--- src/adc_defines.svh ---
// Register offsets, field positions, reset values and timing counts.
`ifndef ADC_DEFINES_SVH
`define ADC_DEFINES_SVH

`define ADDR_MODE        3'h0
`define ADDR_CHSEL       3'h1
`define ADDR_PORTCFG     3'h2
`define ADDR_RES_FULL    3'h3
`define ADDR_RES_HIGH    3'h4
`define ADDR_IRQ_FLAG    3'h5
`define ADDR_STATUS      3'h6

`define MODE_START_BIT   7
`define MODE_ENABLE_BIT  0
`define MODE_SPEED_HI    5
`define MODE_SPEED_LO    1
`define CHSEL_MSB        1
`define PORTCFG_MSB      2
`define IRQ_FLAG_BIT     0

`define MODE_RESET       8'h00
`define CHSEL_RESET      2'h0
`define PORTCFG_RESET    3'h0
`define RESULT_RESET     10'h000

`define CLK_MHZ          50
`define ENABLE_SETTLE_NS 1000
`define ENABLE_SETTLE_CYCLES \
    ((`ENABLE_SETTLE_NS * `CLK_MHZ + 999) / 1000)
`define SAMPLE_CYCLES    8
`define SETUP_CYCLES     2
`define CONV_STEP_CYCLES 4

`endif

--- src/adc_pkg.sv ---
// Types shared by the converter control files.
package adc_pkg;

    typedef enum logic [1:0] {
        ST_IDLE   = 2'b00,
        ST_SAMPLE = 2'b01,
        ST_CONV   = 2'b11,
        ST_DONE   = 2'b10
    } conv_state_t;

    typedef struct packed {
        logic [2:0]  address;
        logic        read;
        logic        write;
        logic [31:0] writedata;
    } bus_req_t;

endpackage : adc_pkg

--- src/adc_interval_timer.sv ---
// Down-counter that times one conversion step from a loaded length.
module adc_interval_timer #(
    parameter int WIDTH = 10
) (
    input  wire logic             clk,
    input  wire logic             reset,
    input  wire logic             load,
    input  wire logic [WIDTH-1:0] length,
    input  wire logic             halt,
    output logic                  expired
);

    logic [WIDTH-1:0] count_q;
    logic             running_q;

    if (WIDTH < 4) begin : g_width_check
        $error("adc_interval_timer: WIDTH too small");
    end

    always_ff @(posedge clk) begin
        if (reset || halt) begin
            count_q   <= '0;
            running_q <= 1'b0;
            expired   <= 1'b0;
        end else if (load) begin
            count_q   <= length;
            running_q <= 1'b1;
            expired   <= 1'b0;
        end else if (running_q && count_q <= WIDTH'(1)) begin
            running_q <= 1'b0;
            expired   <= 1'b1;
        end else begin
            count_q   <= count_q - WIDTH'(1);
            expired   <= 1'b0;
        end
    end

endmodule : adc_interval_timer

--- src/adc_sequencer_result_control.sv ---
// Converter sequencing, result storage and conflict handling behind Avalon-MM.
`include "adc_defines.svh"

// Notes on behaviour
// A result that completes while software reads the full or high-byte result is held and stored right after that read.
// A result that completes while software writes mode, channel or port setup is dropped and raises no interrupt.
// The conversion time follows mode bits 5 to 1, and start to completion also includes sampling and setup cycles.
// Software waits at least 1 us between enabling the comparator and setting the start control.
// Software may enable at any setup step, but if it skips enabling it discards the first result.
// In stop mode the converter halts, and clearing the start and enable controls saves current.
// After standby, software clears the conversion interrupt flag before restarting.
// Software leaves the shared port pins alone while a conversion runs.
// Writing the channel select does not clear the conversion interrupt flag.
// Software writes zero to channel select bits 2 to 7.
// The high-byte view returns the upper eight bits of the latest 10-bit result.
module adc_sequencer_result_control
    import adc_pkg::*;
#(
    parameter int RESULT_BITS = 10,
    parameter int TIME_BITS   = 10
) (
    input  wire logic        clk,
    input  wire logic        reset,
    input  wire logic [2:0]  avs_address,
    input  wire logic        avs_read,
    input  wire logic        avs_write,
    input  wire logic [31:0] avs_writedata,
    output logic [31:0]      avs_readdata,
    output logic             avs_waitrequest,
    input  wire logic        stop_mode,
    input  wire logic [RESULT_BITS-1:0] sar_code,
    output logic             sample_hold,
    output logic [1:0]       analog_channel,
    output logic             comparator_on,
    output logic             conversion_done_irq,
    output logic             enable_settled
);

    if (RESULT_BITS != 10) begin : g_result_bits_check
        $error("adc_sequencer_result_control: RESULT_BITS must be 10");
    end
    if (TIME_BITS < 8) begin : g_time_bits_check
        $error("adc_sequencer_result_control: TIME_BITS too small");
    end
    if (`ENABLE_SETTLE_CYCLES > 255) begin : g_settle_check
        $error("adc_sequencer_result_control: settle count exceeds counter");
    end

    bus_req_t req;
    assign req = '{avs_address, avs_read, avs_write, avs_writedata};

    logic [7:0]             converter_mode_reg_q;
    logic [1:0]             input_channel_select_q;
    logic [2:0]             analog_port_config_q;
    logic [RESULT_BITS-1:0] conv_result_full_q;
    logic                   conversion_irq_flag_q;
    logic [RESULT_BITS-1:0] pending_q;
    logic                   pending_valid_q;
    logic                   ack_q;
    logic                   waitrequest_q;
    logic [31:0]            rdata_q;
    conv_state_t            state_q;
    conv_state_t            state_d;
    logic                   first_q;
    logic [7:0]             settle_q;
    logic                   stop_s1_q;
    logic                   stop_s2_q;
    logic                   stop_s3_q;
    logic                   stopped_q;

    function automatic logic [TIME_BITS-1:0] conv_length(
        input logic [4:0] speed
    );
        conv_length = (TIME_BITS'(speed) + TIME_BITS'(1'h1))
                      * TIME_BITS'(`CONV_STEP_CYCLES);
    endfunction : conv_length

    function automatic logic addr_hit(
        input logic [2:0] addr,
        input logic [2:0] target
    );
        addr_hit = addr == target;
    endfunction : addr_hit

    // The stop level passes three flops and counts once the last two agree.
    always_ff @(posedge clk) begin
        if (reset) begin
            stop_s1_q <= 1'b0;
            stop_s2_q <= 1'b0;
            stop_s3_q <= 1'b0;
            stopped_q <= 1'b0;
        end else begin
            stop_s1_q <= stop_mode;
            stop_s2_q <= stop_s1_q;
            stop_s3_q <= stop_s2_q;
            if (stop_s2_q == stop_s3_q) begin
                stopped_q <= stop_s3_q;
            end
        end
    end

    // A request is taken only while no answer stands, so each has one wait.
    wire access    = (req.read || req.write) && !ack_q;
    wire wr        = req.write && access;
    wire rd        = req.read && access;
    wire wr_mode   = wr && addr_hit(req.address, `ADDR_MODE);
    wire wr_chsel  = wr && addr_hit(req.address, `ADDR_CHSEL);
    wire wr_port   = wr && addr_hit(req.address, `ADDR_PORTCFG);
    wire wr_flag   = wr && addr_hit(req.address, `ADDR_IRQ_FLAG);
    wire wr_config = wr_mode || wr_chsel || wr_port;
    wire rd_result = rd && (addr_hit(req.address, `ADDR_RES_FULL)
                         || addr_hit(req.address, `ADDR_RES_HIGH));

    wire start_ctl  = converter_mode_reg_q[`MODE_START_BIT];
    wire enable_ctl = converter_mode_reg_q[`MODE_ENABLE_BIT];
    wire [4:0] speed =
        converter_mode_reg_q[`MODE_SPEED_HI:`MODE_SPEED_LO];

    logic timer_load;
    logic [TIME_BITS-1:0] timer_len;
    logic timer_done;
    wire  halt = stopped_q || !start_ctl;

    adc_interval_timer #(.WIDTH(TIME_BITS)) u_timer (
        .clk     (clk),
        .reset   (reset),
        .load    (timer_load),
        .length  (timer_len),
        .halt    (halt),
        .expired (timer_done)
    );

    always_comb begin
        state_d    = state_q;
        timer_load = 1'b0;
        timer_len  = TIME_BITS'(`SAMPLE_CYCLES);
        case (state_q)
            ST_IDLE: begin
                if (!halt) begin
                    state_d    = ST_SAMPLE;
                    timer_load = 1'b1;
                    timer_len  = TIME_BITS'(`SAMPLE_CYCLES + `SETUP_CYCLES);
                end
            end
            ST_SAMPLE: begin
                if (timer_done) begin
                    state_d    = ST_CONV;
                    timer_load = 1'b1;
                    timer_len  = conv_length(speed);
                end
            end
            ST_CONV: begin
                if (timer_done) begin
                    state_d = ST_DONE;
                end
            end
            ST_DONE: begin
                state_d = ST_IDLE;
            end
            default: begin
                state_d = ST_IDLE;
            end
        endcase
        if (halt) begin
            state_d = ST_IDLE;
        end
    end

    // A configuration write at the end of a conversion drops that result.
    wire conv_end   = state_q == ST_DONE && !halt;
    wire keep_new   = conv_end && !wr_config;
    wire store_now  = keep_new && !rd_result;
    wire store_late = pending_valid_q && !rd_result;

    // The state register; halt sends the sequence back to idle.
    always_ff @(posedge clk) begin
        if (reset) begin
            state_q <= ST_IDLE;
        end else begin
            state_q <= state_d;
        end
    end

    always_ff @(posedge clk) begin
        if (reset) begin
            converter_mode_reg_q   <= `MODE_RESET;
            input_channel_select_q <= `CHSEL_RESET;
            analog_port_config_q   <= `PORTCFG_RESET;
        end else begin
            if (wr_mode) begin
                converter_mode_reg_q <= req.writedata[7:0];
            end
            if (wr_chsel) begin
                input_channel_select_q <= req.writedata[`CHSEL_MSB:0];
            end
            if (wr_port) begin
                analog_port_config_q <= req.writedata[`PORTCFG_MSB:0];
            end
        end
    end

    // A result that ends during a result read waits one cycle in pending_q.
    always_ff @(posedge clk) begin
        if (reset) begin
            conv_result_full_q <= `RESULT_RESET;
            pending_q          <= `RESULT_RESET;
            pending_valid_q    <= 1'b0;
        end else begin
            if (store_now) begin
                conv_result_full_q <= sar_code;
            end else if (store_late) begin
                conv_result_full_q <= pending_q;
            end
            if (keep_new && rd_result) begin
                pending_q       <= sar_code;
                pending_valid_q <= 1'b1;
            end else if (store_late) begin
                pending_valid_q <= 1'b0;
            end
        end
    end

    // A new result sets the flag even when software clears it that cycle.
    always_ff @(posedge clk) begin
        if (reset) begin
            conversion_irq_flag_q <= 1'b0;
        end else if (keep_new) begin
            conversion_irq_flag_q <= 1'b1;
        end else if (wr_flag) begin
            conversion_irq_flag_q <= req.writedata[`IRQ_FLAG_BIT];
        end
    end

    // Counts cycles since the comparator was enabled, up to the settle time.
    always_ff @(posedge clk) begin
        if (reset) begin
            first_q  <= 1'b1;
            settle_q <= 8'h00;
        end else begin
            if (!enable_ctl) begin
                settle_q <= 8'h00;
            end else if (settle_q < 8'(`ENABLE_SETTLE_CYCLES)) begin
                settle_q <= settle_q + 8'h01;
            end
            if (!start_ctl) begin
                first_q <= 1'b1;
            end else if (keep_new) begin
                first_q <= 1'b0;
            end
        end
    end

    wire settled = settle_q >= 8'(`ENABLE_SETTLE_CYCLES);
    wire [7:0] high_byte =
        conv_result_full_q[RESULT_BITS-1:RESULT_BITS-8];

    // Unmapped addresses read as zero.
    logic [31:0] read_mux;
    always_comb begin
        case (req.address)
            `ADDR_MODE:     read_mux = {24'h000000, converter_mode_reg_q};
            `ADDR_CHSEL:    read_mux = {30'h0, input_channel_select_q};
            `ADDR_PORTCFG:  read_mux = {29'h0, analog_port_config_q};
            `ADDR_RES_FULL: read_mux = {22'h0, conv_result_full_q};
            `ADDR_RES_HIGH: read_mux = {24'h000000, high_byte};
            `ADDR_IRQ_FLAG: read_mux = {31'h0, conversion_irq_flag_q};
            `ADDR_STATUS:   read_mux = {27'h0, first_q, settled,
                                        stopped_q, state_q};
            default:        read_mux = 32'h00000000;
        endcase
    end

    always_ff @(posedge clk) begin
        if (reset) begin
            ack_q               <= 1'b0;
            waitrequest_q       <= 1'b1;
            rdata_q             <= 32'h00000000;
            sample_hold         <= 1'b0;
            analog_channel      <= 2'h0;
            comparator_on       <= 1'b0;
            conversion_done_irq <= 1'b0;
            enable_settled      <= 1'b0;
        end else begin
            ack_q               <= access;
            waitrequest_q       <= !access;
            if (rd) begin
                rdata_q <= read_mux;
            end
            sample_hold         <= state_d == ST_SAMPLE;
            analog_channel      <= input_channel_select_q;
            comparator_on       <= enable_ctl && !stopped_q;
            conversion_done_irq <= keep_new;
            enable_settled      <= settled;
        end
    end

    assign avs_readdata    = rdata_q;
    assign avs_waitrequest = waitrequest_q;

endmodule : adc_sequencer_result_control

--- config.mk ---
export PLATFORM = sky130hd
export DESIGN_NAME = adc_sequencer_result_control
export DESIGN_NICKNAME = d
export VERILOG_FILES = /design/src/adc_pkg.sv /design/src/adc_interval_timer.sv /design/src/adc_sequencer_result_control.sv
export VERILOG_INCLUDE_DIRS = /design/src
export SDC_FILE = /design/constraint.sdc
export NUM_CORES = 1
export LEC_CHECK = 0
export BUFFER_PORTS_ARGS = -buffer_cell sky130_fd_sc_hd__buf_2
export CELL_PAD_IN_SITES_DETAIL_PLACEMENT = 0
export CELL_PAD_IN_SITES_GLOBAL_PLACEMENT = 1
export CORE_UTILIZATION = 40
export DETAILED_ROUTE_END_ITERATION = 8
export PLACE_DENSITY_LB_ADDON = 0.1
export SETUP_SLACK_MARGIN = 0.02
export SLEW_MARGIN = 20
export SYNTH_ARGS = -nofsm -noshare
export SYNTH_HDL_FRONTEND = slang
export SYNTH_SLANG_ARGS = --single-unit
--- constraint.sdc ---
create_clock -name clk -period 2.2 [get_ports clk]
set_input_delay 0.22 -clock clk [delete_from_list [all_inputs] [get_ports clk]]
set_output_delay 0.22 -clock clk [all_outputs]
set_load 0.05 [all_outputs]
After elaboration in Yosys (flattened, before gate mapping)
Cells that the tools add are included.
W data, S select, Z words.

cells by class
  multiplexer cells = 22
  reductions and logical operators = 37
  bitwise logic cells = 2
  $add $sub $neg = 3
  order comparisons = 3
  eq/ne operators = 12

operators with widths
  cell                     number
  $pmux W10 S7             1
  $mux W10                 4
  $pmux W8 S2              1
  $logic_and A1 B1 Y1      15
  $le A10 B1 Y1 const B    1
  $sub A10 B1 Y10 const B  1
  $eq A3 B3 Y1 const B     3
  $mux W1                  9
  $add A8 B1 Y8 const B    1
  $ge A8 B6 Y1 const B     1
  $lt A8 B6 Y1 const B     1
  $mux W2                  4
  $mux W8                  1
  $pmux W2 S4              1
  $reduce_bool A2 Y1       4
  $logic_not A1 Y1         7
  $add A5 B1 Y6 const B    1
  $eq A3 B2 Y1 const B     2
  $logic_or A1 B1 Y1       6
  $reduce_or A2 Y1         3
  $eq A2 B1 Y1 const B     2
  $eq A2 B2 Y1 const B     2
  $eq A3 B1 Y1 const B     1
  $logic_not A3 Y1         1
  5 further kinds          6

word-level totals
  flip-flop bits (word level) = 102
  word-level logic and storage cells = 104
  output and inout port bits = 39
  bits of input ports = 50

Logic depth before layout (Yosys ltp)
Gate-level depths: netlist of run 1.

  depth in word-level cells = 10
  depth in mapped cells = 6
  mapped depth without buffers = 6

Modules after synthesis
From an unflattened synthesis of run 1, not the netlist that was laid out.

second synthesis, totals
  cell total of the unflattened synthesis = 426
  area, all modules = 3917.5 µm²

by module, submodules not included
  module                        area an instance (µm²)  cells an instance  times used
  adc_sequencer_result_control  3279.4                  351                1
  adc_interval_timer            638.1                   75                 1

Worst setup path after synthesis of run 1
Ideal clock, no wire load.

  kind = register to register
  from = register u_timer.count_q[0]
  to = register u_timer.count_q[6]
  buffers on the path = 0
  path slack = 0.603 ns
  library setup time = 0.128 ns
  data arrival time = 1.468 ns
  cell stages (with the launch flop) = 7
  cell sequence = dfxtp_1 inv_1 ha_1 nor4b_1 mux2_2 a32oi_1 nor2_1

on the way
  longest elaborated chain between the ends = 3
  elaborated cells on any way between the ends = 6
  classes of those cells = 1 x add/sub; 1 x order compare; 1 x eq/ne; 2 x mux; 1 x reduce/logical

ends and longest elaborated chain
  element                                                  line                                                text
  from (decl)                                              adc_interval_timer.sv:13                            logic [WIDTH-1:0] count_q;
  from (signal assigned)                                   adc_interval_timer.sv:26                            count_q <= length;
  from (signal assigned)                                   adc_interval_timer.sv:33                            count_q <= count_q - WIDTH'(1);
  $sub A10 B1 Y10 / $le A10 B1 Y1 (equally long branches)  adc_interval_timer.sv:33, adc_interval_timer.sv:29
  $mux W10 / $logic_and A1 B1 Y1 (equally long branches)   adc_interval_timer.sv:29                            end else if (running_q && count_q <= WIDTH'(1)) begin
  $mux W10 / $ne A2 B2 Y1 (equally long branches)          n/a

Several ways; a longest one is shown, not always the timed one. The select of a mux whose other input is x is not followed.
A chain may end at the register's enable or synchronous reset.

Worst setup path in the final report of run 1
Ends and elaborated chain as after synthesis.

==> results of run 1 <==
-- cell families after synthesis --
group / count (synthesis) / share of synthesized area
and+or+nand+nor: 158 / 0.2203
AOI/OAI and AO/OA: 113 / 0.1741
DFF: 80 / 0.4082
buffers and inverters: 68 / 0.09407
muxes: 22 / 0.05963
xor gates and xnor gates: 12 / 0.02679
adders and majority gates: 5 / 0.01594
other: 1 / 0.0009557
-- routing by layer --
layer  vias to the layer above  GRT usage
met5                         -          0
met4                         0    0.08138
met3                        12    0.02566
met2                        70     0.2690
met1                      1494     0.2686
li1                       1650          -
-- synth_stat cells, types with 5 or more instances --
master,instances
a21oi_1,40
mux2i_1,20
or3b_2,7
nor2_1,35
xnor2_1,5
nand2_1,27
buf_4,24
ha_1,5
nand3_1,24
o22ai_1,12
nor3_1,7
inv_1,21
xor2_1,7
clkbuf_1,13
buf_2,7
dfxtp_1,80
and2_1,12
o21ai_0,35
nor2b_1,7
nand2b_1,7
-- per-stage QoR --
step | hold slack, ps | utilization | cell area, sq um
final | 70.34 | 0.4692 | 4397
after global routing | 91.94 | 0.4692 | 4397
after CTS | 57.12 | 0.4692 | 4397
after detailed placement | 420.2 | 0.4475 | 4194
after global placement | 417.1 | 0.4475 | 4194
after floorplan | 348.2 | - | 4003
-- path summary, 6_finish.rpt --
path	endpoint	from	slack, ps
min reg2reg	settle_q[6]	settle_q[6]	430
min	stop_s1_q	stop_mode	70
max	u_timer.count_q[6]	u_timer.count_q[0]	320
max reg2reg	u_timer.count_q[6]	u_timer.count_q[0]	320
-- flip-flops by register name, summed over array words and instances, names as in the netlist, 2 cells and up --
signal,count
input_channel_select_q,2
converter_mode_reg_q,8
analog_channel,2
conv_result_full_q,10
analog_port_config_q,3
u_timer.count_q,10
state_q,2
pending_q,10
settle_q,8
avs_readdata,10
-- layout make-up --
type / count / area (sq um) / share of cell area
Clock buffer: 9 / 123.9 / 0.02817
Clock inverter: 7 / 78.83 / 0.01793
Inverter: 21 / 78.83 / 0.01793
Multi-Input combinational cell: 332 / 2032 / 0.4622
Sequential cell: 80 / 1602 / 0.3643
Tap cell: 129 / 161.4 / 0.03671
Timing Repair Buffer: 55 / 320.3 / 0.07285
-- power breakdown --
part           total (uW)  leakage (uW)  switching [uW]  internal, uW
Sequential           1470      0.000646            12.5          1460
Combinational         287       0.00102             212          75.2
Clock                1120     0.0000929             582           536
Total                2880       0.00176             807          2070
-- placed cells by master, fill, tap and decap left out, drive strengths merged, types with 3 or more instances in the layout --
| master | count |
|---|---|
| dfxtp | 80 |
| and3 | 4 |
| a221oi | 3 |
| o21ai | 37 |
| nand4 | 3 |
| a31oi | 3 |
| clkinvlp | 3 |
| xor2 | 7 |
| nor2b | 7 |
| nor4 | 3 |
| nor3b | 3 |
| ha | 5 |
| nor2 | 36 |
| nor3 | 7 |
| and2 | 12 |
| a2bb2oi | 3 |
| nand3b | 4 |
| buf | 55 |
| xnor2 | 5 |
| nand2 | 27 |
| o22ai | 12 |
| a21oi | 40 |
| nand3 | 24 |
| mux2i | 20 |
| nand2b | 7 |
| clkbuf | 9 |
| inv | 24 |
| conb | 22 |
| or3b | 7 |
-- critical path, delay by kind of cell (launching register included) --
kind / cells / cell delay (ps)
fa+ha+maj: 1 / 220
flops: 1 / 370
buf+inv: 1 / 80
compound gates: 1 / 200
mux: 1 / 390
simple gates: 2 / 500
==> flow_metrics.tcl, run 1 <==
set metrics [dict create \
    route.met3.wl_um 288 \
    cp_cell_sequence "inv_1 > ha_1 > nor4b_1 > mux2_2 > a32oi_1 > nor2_1" \
    ys_seq_area_frac 0.4082 \
    rr_worst_depth 6 \
    period_share 0.8530 \
    dp_hpwl_mm 6.309 \
    antenna_found_initial 0 \
    fmax_mhz 532.9 \
    numCtsBuffers 9 \
    hp-class "input pin to flop" \
    synthTopCellsByArea "dfxtp_1 41%, a21oi_1 5.1%, mux2i_1 5.1%" \
    dieWidth_um 101.0 \
    io_pins 89 \
    gp_congestion 0.7678 \
    post-cts-setup-buffer-count 0 \
    cts_tree "yes" \
    synth_edf_count 0 \
    nets 554 \
    design_power_total_uw 2880 \
    yosys_warnings 0 \
    clock-sinks 80 \
    diodes 0 \
    grtUsageTotal 0.1844 \
    htreeDepth 3 \
    first_pass_iters 4 \
    pre_cts_ws_ps 336.7 \
    synth-seq-cells 80 \
    critPathMaxFanout 6 \
    grt_pass1_wl_mm 14.51 \
    hold_violations 0 \
    fillCellCount 1001 \
    vias 3226 \
    async_flop_share 0 \
    drv_slew 0 \
    drive_above_1_share 0.1766 \
    power.leakage_uw 0.001762 \
    tns_ps 0 \
    peakVddDrop_uv 292.5 \
    dieArea_sq_um 10210 \
    crit_required_ps 2440 \
    cts_resized 0 \
    worst_ep_arrival_time_ps 2120 \
    start_kind "flop" \
    die_h_um 101.0 \
    synth_top_area_frac 0.4082 \
    instances_no_fill 633 \
    routed.top_layer "met4" \
    rows 35 \
    finalSetupViolations 0 \
    critPathSlowestCell "nor4b_1" \
    initial_utilization 0.4187 \
    io_buffer_count 42 \
    skew_ps 11.10 \
    syn-cell-area_sq_um 3924 \
    fin_crit_ps 1877 \
    outcome "completed" \
    p_per_area_nw_per_um2 655.1 \
    drt-initial-drc-count 113 \
    maxSlewHeadroom 0.6191 \
    dp_cells 617 \
    core_area_sq_um 9371 \
    grt_max_degree 47 \
    first_global_vias 2910 \
    synth_ff_type "dfxtp_1" \
    layout_setup_ws_ps 323.5 \
    clk_latency_ps 360 \
    synth_top_area_cell "dfxtp_1" \
    hold_depth 2 \
    yosysUniqueCellTypes 61 \
    cap_viol_max_count 0 \
    rsz0062_at_grt "no" \
    cts_root_buffer "clkbuf_8" \
    via_per_inst 5.096 \
    syn2layout_area_growth_pct 12.05 \
    wl_per_cell_um 14.05 \
    syn_inst 459 \
    wl_met2_mm 3.808 \
    grt_overflow 0 \
    hold_buffers 0 \
    clk_pin_slew_ps 90 \
    drt-met1-wl_mm 4.626 \
    wirelength_mm 8.895 \
    criticalPathCategory "flop to flop" \
    drc 0 \
    cts.path.max_buffers 2 \
    syn_area_per_cell_sq_um 8.549 \
    postRouteAntennaNets 0 \
    worst_slew_pin_slew_ps 564.2 \
    max_stage_delay_ps 440 \
    cp-end-kind "flop" \
]
Note: power is estimated with default switching activity, not from simulation.
==> run 2, diff against run 1 <==
- ABC_AREA: default -> 1
- CORE_UTILIZATION: 40 -> 38
==> flow_metrics.tcl, run 2 <==
set metrics [dict create \
    drt-initial-drc-count 88 \
    clk_latency_ps 350 \
    skew_ps 11.37 \
    core_area_sq_um 9684 \
    first_pass_iters 4 \
    initial_utilization 0.3902 \
    grt_pass1_wl_mm 14.32 \
    first_global_vias 3050 \
    critPathMaxFanout 9 \
    finish.instance_area_sq_um 4237 \
    hp-class "input pin to flop" \
    cts.path.max_buffers 2 \
    route.met3.wl_um 217 \
    gp_congestion 0.7973 \
    power.leakage_uw 0.001904 \
    ys_seq_area_frac 0.4238 \
    finalSetupViolations 0 \
    routed.top_layer "met4" \
    mostFrequentLayoutCell "nor2_1" \
    syn_inst 526 \
    synth_top_area_frac 0.4238 \
    die_h_um 101.7 \
    htreeDepth 3 \
    hold_buffers 0 \
    tns_ps 0 \
    crit_required_ps 2480 \
    io_pins 89 \
    placed_area_sq_um 4030 \
    synth_edf_count 0 \
    layout_common_cells "85 x nor2_1, 80 x dfxtp_1, 74 x nand2_1, 72 x inv_1, 44 x a21oi_1" \
    async_flop_share 0 \
    grtUsageTotal 0.1794 \
    drv_slew 0 \
    peakVddDrop_uv 238.9 \
    drc 0 \
    period_share 0.7622 \
    cts_tree "yes" \
    cts_root_buffer "clkbuf_8" \
    cp-end-kind "flop" \
    criticalPathCategory "flop to flop" \
    synthTopCellsByCount "85 x nor2_1, 80 x dfxtp_1, 74 x nand2_1" \
    syn2layout_area_growth_pct 12.12 \
    io_buffer_count 42 \
    numCtsBuffers 9 \
    dieArea_sq_um 10350 \
    start_kind "flop" \
    worst_ep_arrival_time_ps 1950 \
    synth-seq-cells 80 \
    antenna_found_initial 0 \
    synth_ff_type "dfxtp_1" \
    drive_above_1_share 0.1389 \
    rsz0062_at_grt "no" \
    cap_viol_max_count 0 \
    rows 36 \
    regArea_sq_um 1602 \
    nets 626 \
    dp_hpwl_mm 6.303 \
    yosysUniqueCellTypes 39 \
    wl_per_cell_um 11.91 \
    multi_input_area_sq_um 1718 \
    clk_pin_slew_ps 90 \
    syn-cell-area_sq_um 3779 \
    outcome "completed" \
    post-cts-setup-buffer-count 0 \
    fmax_mhz 596.4 \
    fin_crit_ps 1677 \
    dieWidth_um 101.7 \
    grt_max_degree 29 \
    diodes 0 \
    postRouteAntennaNets 0 \
    p_per_area_nw_per_um2 684.2 \
    synthTopCellsByArea "dfxtp_1 42%, nor2_1 8.4%, nand2_1 7.4%" \
    hold_violations 0 \
    wl_met2_mm 4.201 \
    yosys_warnings 0 \
    syn_area_per_cell_sq_um 7.184 \
    wirelength_mm 8.445 \
    fillCellCount 1059 \
    post-synth-top-count-cell "nor2_1" \
    via_per_inst 4.628 \
    vias 3281 \
    cts_resized 0 \
    clock-sinks 80 \
    synth_top_area_cell "dfxtp_1" \
    grt_overflow 0 \
    drt-met1-wl_mm 3.958 \
]
-- run 2: final timing paths --
check,cells past startpoint,slack (ps),end,from
worst max-delay path,8,520,u_timer.count_q[6],state_q[0]
worst min-delay path,3,80,stop_s1_q,stop_mode
worst max register to register,8,520,u_timer.count_q[6],state_q[0]
worst min register to register,2,410,stop_s2_q,stop_s1_q
-- run 2: layout make-up --
type,count,share of cell area
multi-input combinational,355,0.4055
inverter,77,0.06822
clock inverter,4,0.01211
tap,133,0.03928
clock buffer,12,0.03662
sequential,80,0.3780
timing repair buffer,48,0.06025
-- run 2: where the power goes --
group | internal, uW | total [uW] | switching (uW)
registers | 1470 | 1480 | 10.9
logic | 62.9 | 278 | 216
clock network | 590 | 1140 | 553
total | 2120 | 2900 | 780
-- run 2: worst max-delay path: stages, from the launching register on --
cell and delay (ps):
dfxtp_1 360, inv_1 120, nor3_2 270, inv_1 160
nand2_1 150, inv_2 90, nand3_2 160, nand2_1 140
a31oi_1 160
-- run 2: per-stage QoR --
stage / total power, uW / instances / setup slack, ps / hold slack (ps) / util
finish: 2899 / 709 / 523.2 / 77.17 / 0.4375
global route: 3032 / 709 / 342.8 / 72.22 / 0.4375
CTS: 2939 / 709 / 505.8 / 62.51 / 0.4375
detailed placement: 1791 / 693 / 411.8 / 398.9 / 0.4162
global placement: 1790 / 693 / 437.3 / 394.6 / 0.4162
floorplan: 1751 / 547 / 820.1 / 327.0 / -
-- run 2: per-layer routing --
metal | GRT usage | vias up
met5 | 0 | -
met4 | 0.04348 | 0
met3 | 0.04348 | 6
met2 | 0.3165 | 36
met1 | 0.2186 | 1501
li1 | - | 1738
-- run 2: cells by family after synthesis --
| logic type | count (synthesis) | share of synthesized area |
|---|---|---|
| DFF | 80 | 0.4238 |
| and+or+nand+nor | 218 | 0.2540 |
| other | 1 | 0.0009924 |
| buffers and inverters | 112 | 0.1424 |
| xor gates and xnor gates | 4 | 0.009273 |
| adders and majority gates | 5 | 0.01656 |
| AOI/OAI and AO/OA | 106 | 0.1530 |
